$ cat config.mk
export PLATFORM = sky130hd
export DESIGN_NAME = ptstc_top
export DESIGN_NICKNAME = d
export VERILOG_FILES = /design/src/hdl/ptstc_pkg.sv /design/src/hdl/ptstc_top.sv
export VERILOG_INCLUDE_DIRS = /design/src /design/src/hdl
export SDC_FILE = /design/constraint.sdc
export NUM_CORES = 1
export LEC_CHECK = 0
export BUFFER_PORTS_ARGS = -buffer_cell sky130_fd_sc_hd__buf_2
export CAP_MARGIN = 20
export CELL_PAD_IN_SITES_DETAIL_PLACEMENT = 1
export CELL_PAD_IN_SITES_GLOBAL_PLACEMENT = 2
export CORE_UTILIZATION = 33
export CTS_CLUSTER_SIZE = 28
export DETAILED_ROUTE_END_ITERATION = 7
export GPL_ROUTABILITY_DRIVEN = 1
export HOLD_SLACK_MARGIN = 0.08
export PLACE_DENSITY = 0.86
export SETUP_SLACK_MARGIN = 0.15
export SLEW_MARGIN = 10
export SYNTH_ARGS = -nofsm -noshare
export SYNTH_HDL_FRONTEND = slang
export SYNTH_SLANG_ARGS = --single-unit
$ cat constraint.sdc
create_clock -name CLK -period 5.74 [get_ports CLK]
set_input_delay 0.574 -clock CLK [delete_from_list [all_inputs] [get_ports CLK]]
set_output_delay 0.574 -clock CLK [all_outputs]
set_load 0.01 [all_outputs]
$ cat src/hdl/ptstc_defines.svh
`ifndef PTSTC_DEFINES_SVH
`define PTSTC_DEFINES_SVH
// register byte offsets
`define PTSTC_A_CFG      8'h00
`define PTSTC_A_SSINC    8'h04
`define PTSTC_A_ADDEND   8'h08
`define PTSTC_A_SEC      8'h0c
`define PTSTC_A_SUBSEC   8'h10
`define PTSTC_A_STATUS   8'h14
// config field positions
`define PTSTC_B_ENABLE   0
`define PTSTC_B_V2       1
`define PTSTC_B_DECIMAL  2
`define PTSTC_B_FILTER   3
`define PTSTC_B_FINE     4
`define PTSTC_B_UDP4     5
`define PTSTC_B_UDP6     6
`define PTSTC_B_RAWL2    7
`define PTSTC_B_EVERYRX  8
`define PTSTC_B_SEL_LO   12
`define PTSTC_B_SEL_HI   15
`define PTSTC_CFG_MASK   32'h0000f1ff
// wrap points and resets
`define PTSTC_DEC_MAX    31'h3b9ac9ff
`define PTSTC_BIN_MAX    31'h7fffffff
`define PTSTC_SSINC_RST  32'h00000028
`define PTSTC_ADDEND_RST 32'h80000000
// ptp message type codes
`define PTSTC_M_SYNC     4'h0
`define PTSTC_M_DREQ     4'h1
`define PTSTC_M_PDREQ    4'h2
`define PTSTC_M_PDRESP   4'h3
`define PTSTC_M_FOLLOW   4'h8
`define PTSTC_M_DRESP    4'h9
// axi responses
`define PTSTC_OKAY       2'b00
`define PTSTC_SLVERR     2'b10
`endif

$ cat src/hdl/ptstc_pkg.sv
package ptstc_pkg;
   typedef enum logic [3:0] {
      PTSTC_SEL_BASIC_FOUR = 4'b0000,
      PTSTC_SEL_SYNC       = 4'b0001,
      PTSTC_SEL_DELAY_REQ  = 4'b0010,
      PTSTC_SEL_EVERY      = 4'b0011,
      PTSTC_SEL_SYNC_PEER  = 4'b0100,
      PTSTC_SEL_REQ_PEER   = 4'b0101,
      PTSTC_SEL_SYNC_REQ   = 4'b0110,
      PTSTC_SEL_PEER_ONLY  = 4'b0111,
      PTSTC_SEL_NONE       = 4'b1111
   } ptstc_msg_sel_t;
   typedef enum logic [1:0] {
      PTSTC_ENC_RAW_L2 = 2'b00,
      PTSTC_ENC_UDP4   = 2'b01,
      PTSTC_ENC_UDP6   = 2'b10,
      PTSTC_ENC_OTHER  = 2'b11
   } ptstc_encap_t;
   // frame description given by a mac path at start of frame
   typedef struct packed {
      logic         is_ptp;
      ptstc_encap_t encap;
      logic [3:0]   msg_type;
      logic [3:0]   ptp_version;
      logic         dest_match;
   } ptstc_frame_t;
   // captured time
   typedef struct packed {
      logic [31:0] sec;
      logic [30:0] subsec;
   } ptstc_time_t;
endpackage

$ cat src/hdl/ptstc_top.sv
`timescale 1ns/1ps
`include "ptstc_defines.svh"
// What this block does
// - parse version 2 frames when version 2 selected, else version 1
// - decimal mode: subsecond counts nanoseconds, wraps after 999999999
// - binary mode: each subsecond lsb is about 0.465 ns
// - binary mode: 31-bit subsecond wraps after all ones, keeping the overshoot
// - seconds advance by one whenever subsecond wraps
// - filter on: only ptp frames matching station address accepted
// - filter off: destination address ignored for ptp frames
// - coarse mode: subsecond adds increment every clock
// - fine mode: 32-bit accumulator adds addend, carry advances subsecond
// - addend writable while the clock runs
// - message select chooses which ptp messages get stamped
// - udp over ipv4 frames processed only when enabled
// - udp over ipv6 frames processed only when enabled
// - raw ethernet ptp frames processed only when enabled
// - every-rx option stamps every received frame when a message subset is selected
// - every-rx with no subset selected stamps basic four messages
// - all configuration including increment reads back
// - time base stamps rx and tx and serves as system time
// - disable stops time base, enable restarts it
// - seconds wrap flags status, cleared by software read
module ptstc_top
   import ptstc_pkg::*;
(
   input  wire logic         CLK,
   input  wire logic         SRST,
   input  wire logic [7:0]   S_AXI_AWADDR,
   input  wire logic         S_AXI_AWVALID,
   output logic              S_AXI_AWREADY,
   input  wire logic [31:0]  S_AXI_WDATA,
   input  wire logic [3:0]   S_AXI_WSTRB,
   input  wire logic         S_AXI_WVALID,
   output logic              S_AXI_WREADY,
   output logic [1:0]        S_AXI_BRESP,
   output logic              S_AXI_BVALID,
   input  wire logic         S_AXI_BREADY,
   input  wire logic [7:0]   S_AXI_ARADDR,
   input  wire logic         S_AXI_ARVALID,
   output logic              S_AXI_ARREADY,
   output logic [31:0]       S_AXI_RDATA,
   output logic [1:0]        S_AXI_RRESP,
   output logic              S_AXI_RVALID,
   input  wire logic         S_AXI_RREADY,
   input  wire logic         RX_SOF,
   input  wire ptstc_frame_t RX_FRAME,
   input  wire logic         TX_SOF,
   input  wire ptstc_frame_t TX_FRAME,
   output logic              RX_STAMP_VALID,
   output ptstc_time_t       RX_STAMP,
   output logic              TX_STAMP_VALID,
   output ptstc_time_t       TX_STAMP,
   output ptstc_time_t       SYS_TIME,
   output logic              SECONDS_WRAP_FLAG
);

   // ============================================================
   // configuration state
   logic [31:0] cfg_r;
   logic [31:0] subsec_increment_r;
   logic [31:0] addend_r;
   logic [31:0] sec_r;
   logic [30:0] subsec_r;
   logic [31:0] acc_r;
   logic        seconds_wrap_flag_r;

   logic        ts_enable, ptp_v2_select, decimal_wrap_mode, dest_filter_on;
   logic        fine_update_mode, accept_udp4, accept_udp6, accept_raw_l2;
   logic        stamp_every_rx;
   ptstc_msg_sel_t msg_sel;

   assign ts_enable         = cfg_r[`PTSTC_B_ENABLE];
   assign ptp_v2_select     = cfg_r[`PTSTC_B_V2];
   assign decimal_wrap_mode = cfg_r[`PTSTC_B_DECIMAL];
   assign dest_filter_on    = cfg_r[`PTSTC_B_FILTER];
   assign fine_update_mode  = cfg_r[`PTSTC_B_FINE];
   assign accept_udp4       = cfg_r[`PTSTC_B_UDP4];
   assign accept_udp6       = cfg_r[`PTSTC_B_UDP6];
   assign accept_raw_l2     = cfg_r[`PTSTC_B_RAWL2];
   assign stamp_every_rx    = cfg_r[`PTSTC_B_EVERYRX];
   assign msg_sel           = ptstc_msg_sel_t'(cfg_r[`PTSTC_B_SEL_HI:`PTSTC_B_SEL_LO]);

   // ============================================================
   // axi4-lite write channel
   logic        aw_held_r, w_held_r;
   logic [7:0]  awaddr_r;
   logic [31:0] wdata_r;
   logic [3:0]  wstrb_r;
   logic        wr_go;
   logic        wr_hit;

   assign S_AXI_AWREADY = !aw_held_r && !S_AXI_BVALID;
   assign S_AXI_WREADY  = !w_held_r && !S_AXI_BVALID;
   assign wr_go         = aw_held_r && w_held_r && !S_AXI_BVALID;

   // capture address and data in either order
   always_ff @(posedge CLK) begin
      if (SRST) begin
         aw_held_r <= 1'b0;
         w_held_r  <= 1'b0;
         awaddr_r  <= 8'h00;
         wdata_r   <= 32'h00000000;
         wstrb_r   <= 4'h0;
      end else begin
         if (S_AXI_AWVALID && S_AXI_AWREADY) begin
            aw_held_r <= 1'b1;
            awaddr_r  <= S_AXI_AWADDR;
         end else if (wr_go) begin
            aw_held_r <= 1'b0;
         end
         if (S_AXI_WVALID && S_AXI_WREADY) begin
            w_held_r <= 1'b1;
            wdata_r  <= S_AXI_WDATA;
            wstrb_r  <= S_AXI_WSTRB;
         end else if (wr_go) begin
            w_held_r <= 1'b0;
         end
      end
   end

   // merge write data by byte strobes
   function automatic logic [31:0] ptstc_merge(input logic [31:0] old_v,
                                                input logic [31:0] new_v,
                                                input logic [3:0]  strb);
      logic [31:0] res;
      res = old_v;
      for (int i = 0; i < 4; i++) begin
         if (strb[i]) begin
            res[8*i +: 8] = new_v[8*i +: 8];
         end
      end
      return res;
   endfunction

   assign wr_hit = (awaddr_r == `PTSTC_A_CFG) || (awaddr_r == `PTSTC_A_SSINC)
                || (awaddr_r == `PTSTC_A_ADDEND);

   // write response, error for unmapped or read-only words
   always_ff @(posedge CLK) begin
      if (SRST) begin
         S_AXI_BVALID <= 1'b0;
         S_AXI_BRESP  <= `PTSTC_OKAY;
      end else if (wr_go) begin
         S_AXI_BVALID <= 1'b1;
         S_AXI_BRESP  <= wr_hit ? `PTSTC_OKAY : `PTSTC_SLVERR;
      end else if (S_AXI_BREADY) begin
         S_AXI_BVALID <= 1'b0;
      end
   end

   // config register; enable bit starts or stops the time base
   always_ff @(posedge CLK) begin
      if (SRST) begin
         cfg_r <= 32'h00000000;
      end else if (wr_go && awaddr_r == `PTSTC_A_CFG) begin
         cfg_r <= ptstc_merge(cfg_r, wdata_r, wstrb_r) & `PTSTC_CFG_MASK;
      end
   end

   // increment and addend, writable at any time
   always_ff @(posedge CLK) begin
      if (SRST) begin
         subsec_increment_r <= `PTSTC_SSINC_RST;
         addend_r           <= `PTSTC_ADDEND_RST;
      end else if (wr_go) begin
         if (awaddr_r == `PTSTC_A_SSINC) begin
            subsec_increment_r <= ptstc_merge(subsec_increment_r, wdata_r, wstrb_r);
         end
         if (awaddr_r == `PTSTC_A_ADDEND) begin
            addend_r <= ptstc_merge(addend_r, wdata_r, wstrb_r);
         end
      end
   end

   // ============================================================
   // time base
   logic [32:0] acc_sum;
   logic        tick;
   logic [32:0] ss_sum;
   logic [30:0] wrap_max;
   logic        wrap;
   logic [30:0] ss_next;

   assign acc_sum  = {1'b0, acc_r} + {1'b0, addend_r};
   assign tick     = ts_enable && (fine_update_mode ? acc_sum[32] : 1'b1);
   assign wrap_max = decimal_wrap_mode ? `PTSTC_DEC_MAX : `PTSTC_BIN_MAX;
   assign ss_sum   = {2'b00, subsec_r} + {1'b0, subsec_increment_r};
   assign wrap     = ss_sum > {2'b00, wrap_max};
   // wrap keeps the overshoot so long-run rate is exact
   assign ss_next  = wrap ? 31'(ss_sum - {2'b00, wrap_max} - 33'h000000001)
                          : ss_sum[30:0];

   // accumulator runs only in fine mode while enabled
   always_ff @(posedge CLK) begin
      if (SRST) begin
         acc_r <= 32'h00000000;
      end else if (ts_enable && fine_update_mode) begin
         acc_r <= acc_sum[31:0];
      end
   end

   // subsecond and seconds counters
   always_ff @(posedge CLK) begin
      if (SRST) begin
         subsec_r <= 31'h00000000;
         sec_r    <= 32'h00000000;
      end else if (tick) begin
         subsec_r <= ss_next;
         if (wrap) begin
            sec_r <= sec_r + 32'h00000001;
         end
      end
   end

   assign SYS_TIME = '{sec: sec_r, subsec: subsec_r};

   // ============================================================
   // seconds wrap status; a new wrap beats the read clear
   logic rd_go;
   logic [7:0] araddr_q;
   logic sec_wrap_ev;
   assign sec_wrap_ev = tick && wrap && (sec_r == 32'hffffffff);

   always_ff @(posedge CLK) begin
      if (SRST) begin
         seconds_wrap_flag_r <= 1'b0;
      end else if (sec_wrap_ev) begin
         seconds_wrap_flag_r <= 1'b1;
      end else if (rd_go && araddr_q == `PTSTC_A_STATUS) begin
         seconds_wrap_flag_r <= 1'b0;
      end
   end
   assign SECONDS_WRAP_FLAG = seconds_wrap_flag_r;

   // ============================================================
   // frame qualification
   function automatic logic ptstc_msg_ok(input ptstc_msg_sel_t sel,
                                         input logic [3:0] mt,
                                         input logic every_rx);
      logic basic, sy, dq, pq;
      basic = (mt == `PTSTC_M_SYNC) || (mt == `PTSTC_M_FOLLOW)
           || (mt == `PTSTC_M_DREQ) || (mt == `PTSTC_M_DRESP);
      sy = (mt == `PTSTC_M_SYNC);
      dq = (mt == `PTSTC_M_DREQ);
      pq = (mt == `PTSTC_M_PDREQ) || (mt == `PTSTC_M_PDRESP);
      unique case (sel)
         PTSTC_SEL_BASIC_FOUR: return basic;
         PTSTC_SEL_SYNC:       return sy;
         PTSTC_SEL_DELAY_REQ:  return dq;
         PTSTC_SEL_EVERY:      return 1'b1;
         PTSTC_SEL_SYNC_PEER:  return sy || pq;
         PTSTC_SEL_REQ_PEER:   return dq || pq;
         PTSTC_SEL_SYNC_REQ:   return dq;     // stamps delay request only
         PTSTC_SEL_PEER_ONLY:  return pq;
         PTSTC_SEL_NONE:       return every_rx && basic;
         default:              return 1'b0;
      endcase
   endfunction

   function automatic logic ptstc_qualify(input ptstc_frame_t f);
      logic enc_ok, ver_ok, addr_ok;
      enc_ok = (f.encap == PTSTC_ENC_UDP4   && accept_udp4)
            || (f.encap == PTSTC_ENC_UDP6   && accept_udp6)
            || (f.encap == PTSTC_ENC_RAW_L2 && accept_raw_l2);
      ver_ok  = ptp_v2_select ? (f.ptp_version == 4'h2) : (f.ptp_version == 4'h1);
      addr_ok = !dest_filter_on || f.dest_match;
      return f.is_ptp && enc_ok && ver_ok && addr_ok
          && ptstc_msg_ok(msg_sel, f.msg_type, stamp_every_rx);
   endfunction

   logic rx_take, tx_take;
   assign rx_take = RX_SOF && ts_enable && (stamp_every_rx && msg_sel != PTSTC_SEL_NONE
                    ? 1'b1 : ptstc_qualify(RX_FRAME));
   assign tx_take = TX_SOF && ts_enable && ptstc_qualify(TX_FRAME);

   // stamps come from flip-flops, one cycle after start of frame
   always_ff @(posedge CLK) begin
      if (SRST) begin
         RX_STAMP_VALID <= 1'b0;
         TX_STAMP_VALID <= 1'b0;
         RX_STAMP       <= '0;
         TX_STAMP       <= '0;
      end else begin
         RX_STAMP_VALID <= rx_take;
         TX_STAMP_VALID <= tx_take;
         if (rx_take) begin
            RX_STAMP <= SYS_TIME;
         end
         if (tx_take) begin
            TX_STAMP <= SYS_TIME;
         end
      end
   end

   // ============================================================
   // axi4-lite read channel
   assign S_AXI_ARREADY = !S_AXI_RVALID;
   assign rd_go         = S_AXI_ARVALID && S_AXI_ARREADY;
   assign araddr_q      = S_AXI_ARADDR;

   always_ff @(posedge CLK) begin
      if (SRST) begin
         S_AXI_RVALID <= 1'b0;
         S_AXI_RDATA  <= 32'h00000000;
         S_AXI_RRESP  <= `PTSTC_OKAY;
      end else if (rd_go) begin
         S_AXI_RVALID <= 1'b1;
         S_AXI_RRESP  <= `PTSTC_OKAY;
         unique case (S_AXI_ARADDR)
            `PTSTC_A_CFG:    S_AXI_RDATA <= cfg_r;
            `PTSTC_A_SSINC:  S_AXI_RDATA <= subsec_increment_r;
            `PTSTC_A_ADDEND: S_AXI_RDATA <= addend_r;
            `PTSTC_A_SEC:    S_AXI_RDATA <= sec_r;
            `PTSTC_A_SUBSEC: S_AXI_RDATA <= {1'b0, subsec_r};
            `PTSTC_A_STATUS: S_AXI_RDATA <= {31'h00000000, seconds_wrap_flag_r};
            default: begin
               S_AXI_RDATA <= 32'h00000000;
               S_AXI_RRESP <= `PTSTC_SLVERR;
            end
         endcase
      end else if (S_AXI_RREADY) begin
         S_AXI_RVALID <= 1'b0;
      end
   end

   // ============================================================
   // assertions
   a_coarse_step: assert property (@(posedge CLK) disable iff (SRST)
      (ts_enable && !fine_update_mode && !wrap)
      |=> subsec_r == $past(subsec_r) + 31'($past(subsec_increment_r)))
      else $error("coarse step wrong");
   a_fine_hold: assert property (@(posedge CLK) disable iff (SRST)
      (fine_update_mode && !acc_sum[32]) |=> $stable(subsec_r) && $stable(sec_r))
      else $error("fine mode moved without carry");
   a_sec_inc: assert property (@(posedge CLK) disable iff (SRST)
      (tick && wrap) |=> sec_r == $past(sec_r) + 32'h00000001)
      else $error("seconds did not advance");
   a_dec_bound: assert property (@(posedge CLK) disable iff (SRST)
      (decimal_wrap_mode && subsec_r <= `PTSTC_DEC_MAX) |=>
      ($past(decimal_wrap_mode) != decimal_wrap_mode) || subsec_r <= `PTSTC_DEC_MAX)
      else $error("decimal subsecond exceeded limit");
   a_stop_time: assert property (@(posedge CLK) disable iff (SRST)
      !ts_enable [*2] |-> $stable(subsec_r) && $stable(acc_r))
      else $error("time base ran while disabled");
   a_flag_clear: assert property (@(posedge CLK) disable iff (SRST)
      (rd_go && araddr_q == `PTSTC_A_STATUS && !sec_wrap_ev) |=> !seconds_wrap_flag_r)
      else $error("wrap flag not cleared by read");
   a_filter: assert property (@(posedge CLK) disable iff (SRST)
      (TX_SOF && dest_filter_on && !TX_FRAME.dest_match) |=> !TX_STAMP_VALID)
      else $error("filtered frame stamped");
   a_every_rx: assert property (@(posedge CLK) disable iff (SRST)
      (RX_SOF && ts_enable && stamp_every_rx && msg_sel != PTSTC_SEL_NONE)
      |=> RX_STAMP_VALID && RX_STAMP == $past(SYS_TIME))
      else $error("rx frame not stamped");
   a_enc_udp4: assert property (@(posedge CLK) disable iff (SRST)
      (TX_SOF && TX_FRAME.encap == PTSTC_ENC_UDP4 && !accept_udp4) |=> !TX_STAMP_VALID)
      else $error("udp4 frame stamped while disabled");
   c_sec_wrap: cover property (@(posedge CLK) tick && wrap);
   c_fine_carry: cover property (@(posedge CLK) fine_update_mode && tick);
   c_tx_stamp: cover property (@(posedge CLK) TX_STAMP_VALID);
   c_flag: cover property (@(posedge CLK) seconds_wrap_flag_r);
endmodule

# After elaboration in Yosys (flattened, before gate mapping)
# Index checks and enable logic that the tools add are counted.
[classes]
add_sub_neg = 5
order_cmp = 1
eq_ne = 35
n_mux = 20
n_reduce_logical = 84
[ops]
columns = ["cell", "n"]
rows = [
  ["32-bit one-hot mux with 6 select lines", 1],
  ["31-bit two-way mux", 2],
  ["1-bit logical AND", 34],
  ["31-bit by 32-bit adder with 33-bit output", 1],
  ["32-bit by 32-bit adder with 33-bit output", 1],
  ["33-bit by 31-bit greater-than comparator with 1-bit output", 1],
  ["32-bit by 1-bit adder with 32-bit output (second input constant)", 1],
  ["32-bit == test (second input constant)", 1],
  ["4-bit by 2-bit == test with 1-bit output (second input constant)", 8],
  ["31-bit by 1-bit subtractor with 31-bit output (second input constant)", 1],
  ["31-bit subtractor", 1],
  ["8-bit by 4-bit == test with 1-bit output (second input constant)", 3],
  ["3-bit AND reduction", 8],
  ["4-bit by 1-bit == test with 1-bit output (second input constant)", 5],
  ["4-bit == test (second input constant)", 5],
  ["1-bit logical OR", 20],
  ["4-bit by 3-bit == test with 1-bit output (second input constant)", 4],
  ["8-bit by 3-bit == test with 1-bit output (second input constant)", 2],
  ["8-bit by 5-bit == test with 1-bit output (second input constant)", 2],
  ["8-bit zero test", 2],
  ["1-bit one-hot mux with 8 select lines", 2],
  ["1-bit two-way mux", 13],
  ["4-bit zero test", 3],
  ["2-bit nonzero test", 5],
  ["other kinds (9)", 19],
]
[totals]
register_bits = 385
input_bits = 85
out_inout_bits = 233
word_cells = 175

# Depth between registers and ports, before layout
# Gate-level depths: netlist of the first run.
[logic_depth]
depth_word = 10
mapped_depth = 25
mapped_depth_nobuf = 22

# Worst setup path before layout of the first run
# OpenSTA, ideal clock, no wires.
[synth_timing]
path_type = "reg2reg"
startpoint = "reg subsec_r[0]"
endpoint = "reg sec_r[6]"
setup_time_ns = 0.071
arrival_time_ns = 4.738
required_time_ns = 5.669
path_slack_ns = 0.931
stages_incl_launch_ff = 25
n_path_buf = 2
period_less_slack_ns = 4.809
cell_sequence = "dfxtp_1 > ha_1 > inv_1 > fa_1 > nand2b_1 > a21oi_1 > o22a_2 > a21o_1 > a21o_1 > xnor2_1 > inv_1 > ha_1 > nand3_1 > nor4bb_1 > nand4_1 > nor4_1 > a31oi_1 > o31a_1 > o211ai_2 > and4_4 > buf_6 > o21ai_2 > buf_6 > or4_1 > a21oi_1"
[synth_via]
elab_chain_len = 3
[synth_rtl]
columns = ["element", "line", "source"]
rows = [
  ["start, declared", "ptstc_top.sv:64", "logic [30:0] subsec_r;"],
  ["start signal, assigned", "ptstc_top.sv:209", "subsec_r <= ss_next;"],
  ["31-bit by 32-bit adder with 33-bit output", "ptstc_top.sv:188", "assign ss_sum = {2'b00, subsec_r} + {1'b0, subsec_increment_r};"],
  ["33-bit by 31-bit greater-than comparator with 1-bit output", "ptstc_top.sv:189", "assign wrap = ss_sum > {2'b00, wrap_max};"],
  ["2-bit AND reduction (no line)", "-", ""],
  ["end signal, assigned", "ptstc_top.sv:211", "sec_r <= sec_r + 32'h00000001;"],
  ["end, declared", "ptstc_top.sv:63", "logic [31:0] sec_r;"],
]
# No other way between the ends.
# A chain may end at the register's enable or synchronous reset.

# Final worst setup path of the first run
[layout_timing]
startpoint = "reg subsec_increment_r[6]"
endpoint = "reg sec_r[12]"
[layout_via]
elab_chain_len = 3
[layout_rtl]
columns = ["element", "line", "source"]
rows = [
  ["start, declared", "ptstc_top.sv:61", "logic [31:0] subsec_increment_r;"],
  ["start signal, assigned", "ptstc_top.sv:164", "subsec_increment_r <= `PTSTC_SSINC_RST;"],
  ["start signal, assigned", "ptstc_top.sv:168", "subsec_increment_r <= ptstc_merge(subsec_increment_r, wdata_r, wstrb_r);"],
  ["31-bit by 32-bit adder with 33-bit output", "ptstc_top.sv:188", ""],
  ["33-bit by 31-bit greater-than comparator with 1-bit output", "ptstc_top.sv:189", ""],
  ["2-bit AND reduction (no line)", "-", ""],
]
# No other way between the ends.

==> results.md, run 1 <==
Status:
- The flow ran to the end, and the final reports show no timing, DRC or antenna violations.

Place:
- The global placement routability congestion is 0.886.
- Before CTS, the worst setup slack after placement is -0.0461 ns.
- Summing all placed instances gives a cell area of approximately 22000 µm².
- In this run the tool buffered the top-level ports with about 320 buffer cells.
- The post-detailed-placement half-perimeter wirelength is approximately 55 mm.

Detailed routing:
- The first detailed-routing pass ran for 7 iterations.
- Summed over all layers, the routed wires come to 74.8 mm.
- The routed wire length per instance is around 22 µm.
- After the first detailed-routing iteration, the DRC count stood at roughly 1200.
- The via count is between 15000 and 20000.
- The remaining antenna violation count is 0.
- Using the TritonRoute via totals, the vias-per-cell ratio works out to 5.50.
- The count of unresolved DRC violations after routing is 0.

Die:
- In this run the core area contains 88 standard-cell rows.
- The die area is 59500 µm².
- For this design the top-level I/O count stands at between 300 and 400.
- The starting density of the core is about a third.
- The floorplan step set the die width to 244 µm.
- In this run the vertical extent of the chip is approximately 240 µm.
- The floorplan core area is 57800 µm².

Critical path:
- The critical path goes through ha_4 > or4_1 > o22a_2 > a21o_1 > a21o_1 > xnor2_2 > inv_1 > ha_1 > nand3_1 > nor4bb_2 > nand4_1 > nor4_4 > a31oi_1 > o31a_1 > o211ai_2 > and4_4 > o21ai_4 > buf_12 > or4_1 > a21oi_2.
- The launch point of the worst path is subsec_increment_r[6].
- In this run the critical register-to-register path is launched from subsec_increment_r[6].
- STA classifies the critical path endpoint as a register.
- The data required time of the worst path is 6.25 ns.
- The highest fanout seen on the critical path is 10.
- Data arrives at the worst endpoint at 5.85 ns.
- The cell type of the slowest stage on the worst timing path is sky130_fd_sc_hd__or4_1.
- Together, buffers and inverters on the worst path number 2.
- On the critical path the largest part of the delay comes from simple AND/OR/NAND/NOR gates.
- The worst setup path is of the register to register kind.
- In this design, the stage delay of the slowest critical-path cell is roughly 0.53 ns.
- For flop-to-flop paths, the worst setup slack is slightly below 0.4 ns.
- The critical path launch point type is a register.

STA:
- In this run the tightest slew margin relative to its limit is 33.1%.
- The transition time at the pin with the least slew margin is 1.00 ns.
- After layout, the worst setup slack is between 0.3 and 0.4 ns.
- For the final database, setup skew stands at 0.0181 ns.
- For this run, the top clock speed supported by timing is ~190 MHz.
- Setup repair after global routing left no endpoint under its margin.
- Counting I/O delays and the setup requirement, the final critical path takes 5.34 ns.
- The total count of max-transition violations in the final report is 0.
- Dividing the final minimum period by the clock period gives 93.1%.
- The number of failing hold endpoints at the final stage was 0.
- The final setup violation count is 0.

Clock tree:
- Counting the buffers created by CTS gives between 40 and 50.
- The root buffer cell chosen for the clock tree is sky130_fd_sc_hd__clkbuf_16.
- The number of clock sinks seen by CTS is 383.
- The clock transition at the registers of the reported paths is 0.06 ns.
- The number of H-tree levels is 2.
- The clock reaches the later pin of the worst-skew pair after approximately 0.59 ns.
- The maximum clock path buffer count is 3.
- TritonCTS built the clock tree.

Synth:
- The cell area after synthesis is 19300 µm².
- The synthesized flop and latch total is 383.
- Synthesis handed over a netlist of approximately 2400 instances.
- In the post-synthesis netlist, the cell with the most instances is sky130_fd_sc_hd__nand2_1.
- The largest total area in the synthesized netlist belongs to sky130_fd_sc_hd__dfxtp_1.
- The top cell type's share of synthesized area is 39.7%.
- The predominant post-synthesis flop cell is sky130_fd_sc_hd__dfxtp_1.
- The Yosys warning count is 0.
- Counting flops with a built-in enable in the synthesized netlist gives 0.
- Counting flops with an async set or reset pin after synthesis yields a share of 0%.
- By area the synthesized netlist is led by sky130_fd_sc_hd__dfxtp_1 40%, sky130_fd_sc_hd__nand2_1 9.7%, sky130_fd_sc_hd__a21oi_1 8.7%.
- The part of the Yosys area used for sequential elements is around two fifths.
- Yosys mapped the design onto 88 distinct sky130hd cell types.
- The mean area per synthesized cell is 8.06 µm².
- Ranked by instance count, the synthesized netlist is headed by 499 x sky130_fd_sc_hd__nand2_1, 383 x sky130_fd_sc_hd__dfxtp_1, 336 x sky130_fd_sc_hd__a21oi_1.

Power and ir drop:
- The total chip power is a little under 6 mW.
- The maximum vdd drop is 173 µV.
- In this run the power density over the cells is roughly 250 nW/µm².
- The analysis attributes to cell leakage a power of 10.0 nW.

Worst hold path:
- The path class of the tightest hold or removal check is primary input to register.
- The startpoint of the tightest hold check path is S_AXI_RREADY.

Layout:
- The layout cell share with drive strength beyond 1 is a little under a fifth.
- The number of antenna diodes in the final layout is 0.
- Relative to the synthesized area, the layout overhead comes to 21.1%.
- After the last flow step, the layout net total stands at 2832.
- The number of fill cells is 7061.
- With fillers left out, the area of the finished cells amounts to 23400 µm².

Job:
- The total of max-cap violations is 0.

Global route:
- Entering global routing, the biggest net connects 114 pins.
- The via count of the first global-routing pass is 19166.
- The number of antenna violations at the first check in global routing is 8.
- For this run the aggregate overflow at the end of global routing stands at 0.
- The overall fraction of global-route tracks in use is 24.3%.
- The first global-routing pass estimated 113 mm of wire.
placed cells by master, fill, tap and decap left out, types with 11 or more instances in the layout:
master / n
sky130_fd_sc_hd__nand2_1: 498
sky130_fd_sc_hd__dfxtp_1: 380
sky130_fd_sc_hd__a21oi_1: 333
sky130_fd_sc_hd__buf_2: 315
sky130_fd_sc_hd__nor2_1: 201
sky130_fd_sc_hd__mux2i_1: 86
sky130_fd_sc_hd__ha_1: 71
sky130_fd_sc_hd__o21ai_0: 60
sky130_fd_sc_hd__buf_4: 50
sky130_fd_sc_hd__clkbuf_16: 49
sky130_fd_sc_hd__xnor2_1: 40
sky130_fd_sc_hd__a22oi_1: 34
sky130_fd_sc_hd__a21o_1: 32
sky130_fd_sc_hd__nand3_1: 31
sky130_fd_sc_hd__inv_1: 30
sky130_fd_sc_hd__a222oi_1: 24
sky130_fd_sc_hd__nor3_1: 23
sky130_fd_sc_hd__and2_1: 23
sky130_fd_sc_hd__a22o_1: 20
sky130_fd_sc_hd__nand2b_1: 19
sky130_fd_sc_hd__o21a_1: 18
sky130_fd_sc_hd__or3_1: 18
sky130_fd_sc_hd__o31ai_1: 17
sky130_fd_sc_hd__and3_1: 16
sky130_fd_sc_hd__xor2_1: 16
sky130_fd_sc_hd__or4_1: 15
sky130_fd_sc_hd__nand4_1: 15
sky130_fd_sc_hd__nand3b_1: 15
sky130_fd_sc_hd__a211oi_1: 13
sky130_fd_sc_hd__nor2b_1: 13
sky130_fd_sc_hd__o21ai_1: 11
worst paths after layout:
| kind | end | cells past startpoint |
|---|---|---|
| worst max-delay path | sec_r[12] | 20 |
| worst min register to register | TX_STAMP[35] | 2 |
| worst min-delay path | S_AXI_RVALID | 2 |
| worst max register to register | sec_r[12] | 20 |
metrics by stage:
stage / std cells / utilization, % / setup TNS [ns] / hold WS, ns
CTS: 3455 / 40.1 / 0 / 0.145
floorplan: 2398 / - / 0 / 0.431
global placement: 3372 / 37.4 / 0 / 0.436
global route: 3469 / 40.5 / 0 / 0.161
finish: 3469 / 40.5 / 0 / 0.175
detailed placement: 3373 / 37.4 / -0.0829 / 0.443
sequential cells by signal, indices dropped and copies added, names as in the netlist, 4 cells and up:
| register | count |
|---|---|
| acc_r | 32 |
| wstrb_r | 4 |
| S_AXI_RDATA | 32 |
| subsec_r | 31 |
| sec_r | 32 |
| wdata_r | 32 |
| TX_STAMP | 63 |
| awaddr_r | 8 |
| cfg_r | 13 |
| subsec_increment_r | 32 |
| RX_STAMP | 63 |
| addend_r | 32 |
power breakdown:
group	internal, mW	total (mW)	switching (mW)
registers	2.68	2.71	0.0304
logic	0.0546	0.183	0.129
clock network	1.80	3.02	1.22
cell type report:
class / count / area, µm² / share of cell area [%]
Tap cell: 765 / 957 / 4.09
Inverter: 30 / 113 / 0.481
Clock inverter: 16 / 205 / 0.877
Sequential cell: 383 / 7670 / 32.8
Timing Repair Buffer: 371 / 2060 / 8.82
Clock buffer: 66 / 1340 / 5.72
Multi-Input combinational cell: 1838 / 11100 / 47.2
cells by family (layout without fill, tap and decap cells):
group,after synthesis,after routing,share of synthesized area [%]
and+or+nand+nor,946,946,21.9
AOI/OAI and AO/OA,668,668,22.3
DFF,383,383,39.7
buffers and inverters,177,483,3.83
muxes,88,88,4.57
adders and majority gates,77,77,5.10
xor gates and xnor gates,57,57,2.58
other,1,2,0.0194
repair_timing:
action,CTS,global route
cloned,0,3
hold buffers,0,0
resized for setup,4,18
endpoints found under the setup margin,30,53
setup buffers,0,10
pin swaps,0,13
layer usage:
layer	share of wire (%)	global-route usage, %	wire [µm]
met1	43	30.8	32200
met2	47	40.8	34900
met3	6.1	4.26	4580
met4	4.0	9.36	2970
met5	0.10	0	76
Power figures use the tool's default switching activity.
==> run 2: changes to the inputs <==
--- a/config.mk
+++ b/config.mk
@@ -10,12 +10,14 @@
 export CAP_MARGIN = 20
 export CELL_PAD_IN_SITES_DETAIL_PLACEMENT = 1
 export CELL_PAD_IN_SITES_GLOBAL_PLACEMENT = 2
+export CORE_MARGIN = 5
 export CORE_UTILIZATION = 33
 export CTS_CLUSTER_SIZE = 28
 export DETAILED_ROUTE_END_ITERATION = 7
 export GPL_ROUTABILITY_DRIVEN = 1
 export HOLD_SLACK_MARGIN = 0.08
 export PLACE_DENSITY = 0.86
+export REMOVE_ABC_BUFFERS = 1
 export SETUP_SLACK_MARGIN = 0.15
 export SLEW_MARGIN = 10
 export SYNTH_ARGS = -nofsm -noshare
==> results.md, run 2 (same netlist as run 1, synthesis figures left out) <==
Status:
- The flow ran to the end, and the final reports show no timing, DRC or antenna violations.

Critical path:
- The endpoint kind of the worst setup timing path is a register.
- The cell type of the slowest stage on the worst timing path is sky130_fd_sc_hd__or4_1.
- The endpoint arrival time on the critical path is 5.85 ns.
- The sum of buffers and inverters on the critical path is 2.
- The worst setup path category is register to register.
- The data required time of the worst path is roughly 6.2 ns.
- The critical path goes through ha_1 > or4_1 > o22a_2 > a21o_1 > a21o_1 > xnor2_2 > inv_1 > ha_1 > nand3_1 > nor4bb_1 > nand4_1 > nor4_4 > a31oi_1 > o31a_1 > o211ai_2 > and4_4 > o21ai_2 > buf_12 > or4_1 > a21oi_1.
- Of all nets on the critical path, the largest fanout is 38.
- The delay of the slowest critical-path stage is 0.53 ns.
- The worst setup path is launched from a register.
- The family of cells with the greatest summed delay on the critical path is simple AND/OR/NAND/NOR gates.

STA:
- In this run the tightest slew margin relative to its limit is 29.5%.
- The routed design could run at a clock period as short as 5.35 ns.
- Setup total negative slack on the finished layout was measured at 0 ns.
- At the pin with the least slew margin, the transition time is 1.06 ns.
- The timing-limited maximum frequency is 187 MHz.
- The number of failing hold endpoints at the final stage came to 0.
- The final worst-path setup slack is 0.390 ns.
- The total count of max-transition violations in the final report is 0.
- Setup violations remaining at the end of the flow were counted as 0.
- The largest clock skew in the final design is 0.0188 ns.
- The share of the clock period used by the worst path after layout is 93.2%.
- Setup repair after global routing left no endpoint under its margin.

Power and ir drop:
- Cell internal power was estimated by the tool at 4.56 mW.
- Combinational cells account for 3.0% of the total power.
- In this run, flip-flops and latches consume 45.8% of the power.
- The part of the total power dissipated in the clock network is 51.2%.
- The power per standard cell area is 255 nW/µm².
- The net switching power figure is 1.36 mW.
- Net switching is 22.9% of the power.
- Summed over all cells, the static leakage comes to approximately 9.9 nW.
- The maximum vdd drop is 178 µV.

Layout:
- The count of antenna diodes in the layout is 0.
- Compared with the post-synthesis result, the final layout area differs by 20.3%.
- In the final layout, the registers with the most flip-flops are RX_STAMP: 63 flops, TX_STAMP: 63 flops.
- The number of fill cells is 6994.
- Leaving out fill and tap cells, the most frequent cell in the layout is sky130_fd_sc_hd__nand2_1.
- Leaving out fill and tap cells, the most frequent cells in the layout are 497 x sky130_fd_sc_hd__nand2_1, 382 x sky130_fd_sc_hd__dfxtp_1, 335 x sky130_fd_sc_hd__a21oi_1, 314 x sky130_fd_sc_hd__buf_2, 201 x sky130_fd_sc_hd__nor2_1.
- Cells with a size suffix above 1 make up between 10% and 20% of the layout.
- The net count of the finished layout is around 2800.

Detailed routing:
- In the routed design, unresolved DRC markers number 0.
- The routed design has 71.4 mm of wire.
- The remaining antenna violation count is 0.
- The via-per-instance ratio is 5.43.
- For this run, the detailed router's first-pass iteration total came to 6.
- The via count is 18722.
- For this block, the initial DRC count from the detailed router was roughly 1100.
- The routed wire length per instance is between 20 and 25 µm.

Clock tree:
- The clock root buffer is sky130_fd_sc_hd__clkbuf_16.
- In this run the number of H-tree levels came out at 2.
- The number of buffers added by the clock tree synthesis step is 45.
- For the worst-skew pair, the clock arrives at the later sink with an insertion delay of 0.58 ns.
- Clock-pin slew was measured on the worst setup and hold paths at 0.06 ns.
- The CTS tree is built.
- The tree built by TritonCTS fans out to 383 sinks.
- The clock passes through at most 3 buffers.
- The number of hold buffers added after CTS is 0.

Die:
- The number of standard-cell rows in the floorplan is 88.
- The starting density of the core is 33.4%.
- The floorplan step defined a core boundary enclosing 57800 µm².
- The die covers 63500 µm².
- In this run the count of I/O pins placed on the die edge is 318.
- The die is around 250 µm wide.
- The height of the die is 252 µm.

Job:
- The total of max-cap violations is 0.

Global route:
- The overflow left after global routing is 0.
- The first-pass GRT wire length is 110 mm.
- The overall fraction of global-route tracks in use is a little over a fifth.
- The via count of the first global-routing pass is between 15000 and 20000.
- The number of antenna violations at the first check in global routing is 1.
- Entering global routing, the biggest net connects 164 pins.

Place:
- The post-placement worst setup slack is 0.0550 ns.
- During placement, the flow inserted port buffers numbering 315.
- The post-detailed-placement half-perimeter wirelength is 53.6 mm.
- Routability-driven placement finished with a final weighted congestion of approximately 0.86.

Worst hold path:
- The type of the most critical hold path is primary input to register.
-- run 2: metrics by stage --
stage | utilization (%) | std cells | power (mW) | hold WS [ns] | cell area [µm²]
floorplan | - | 2251 | 2.82 | 0.425 | 18700
global placement | 37.2 | 3360 | 2.95 | 0.435 | 21500
detailed placement | 37.2 | 3360 | 2.95 | 0.442 | 21500
CTS | 40.0 | 3443 | 6.00 | 0.149 | 23100
global route | 40.2 | 3451 | 6.13 | 0.169 | 23200
finish | 40.2 | 3451 | 5.92 | 0.177 | 23200
-- run 2: final cells by class --
type                       count  area (µm²)  area share (%)
clock inverter                23         263            1.13
multi-input combinational   1838       11000            47.4
tap                          765         957            4.12
inverter                      30         113           0.485
clock buffer                  60        1310            5.62
timing repair buffer         352        1910            8.23
sequential                   383        7670            33.0
-- run 2: layer usage --
metal | routed length, µm | share of wire, % | global-route usage [%] | vias up
li1 | - | - | - | 8985
met1 | 31100 | 44 | 27.7 | 9248
met2 | 34900 | 49 | 37.5 | 407
met3 | 3630 | 5.1 | 3.09 | 82
met4 | 1680 | 2.3 | 5.66 | 0
met5 | 0 | 0 | 0 | -
-- run 2: worst paths after layout --
path,from,to,slack (ns),cells after the start
setup / recovery,subsec_r[6],sec_r[6],0.39,20
hold / removal,S_AXI_RREADY,S_AXI_RVALID,0.18,2
setup reg to reg,subsec_r[6],sec_r[6],0.39,20
hold reg to reg,TX_STAMP[42],TX_STAMP[42],0.45,2
-- run 2: worst register-to-register path: stages, from the launching register on --
cell	delay, ns
sky130_fd_sc_hd__dfxtp_1	0.37
sky130_fd_sc_hd__ha_1	0.34
sky130_fd_sc_hd__or4_1	0.53
sky130_fd_sc_hd__o22a_2	0.26
sky130_fd_sc_hd__a21o_1	0.18
sky130_fd_sc_hd__a21o_1	0.21
sky130_fd_sc_hd__xnor2_2	0.22
sky130_fd_sc_hd__inv_1	0.07
sky130_fd_sc_hd__ha_1	0.30
sky130_fd_sc_hd__nand3_1	0.09
sky130_fd_sc_hd__nor4bb_1	0.28
sky130_fd_sc_hd__nand4_1	0.18
sky130_fd_sc_hd__nor4_4	0.30
sky130_fd_sc_hd__a31oi_1	0.12
sky130_fd_sc_hd__o31a_1	0.26
sky130_fd_sc_hd__o211ai_2	0.24
sky130_fd_sc_hd__and4_4	0.35
sky130_fd_sc_hd__o21ai_2	0.09
sky130_fd_sc_hd__buf_12	0.18
sky130_fd_sc_hd__or4_1	0.52
sky130_fd_sc_hd__a21oi_1	0.16
-- run 2: what timing repair did --
item                       in CTS  in global routing
resized for setup               2                  8
setup buffers                   0                  7
setup endpoints to repair      15                 49
pin swaps                       0                  7
-- run 2: power by group through the flow --
stage,Combinational (mW),Sequential [mW],Clock [mW]
finish,0.178,2.71,3.03
global route,0.198,2.71,3.21
CTS,0.182,2.71,3.11
detailed placement,0.181,2.77,0
global placement,0.177,2.77,0
floorplan,0.0640,2.76,0
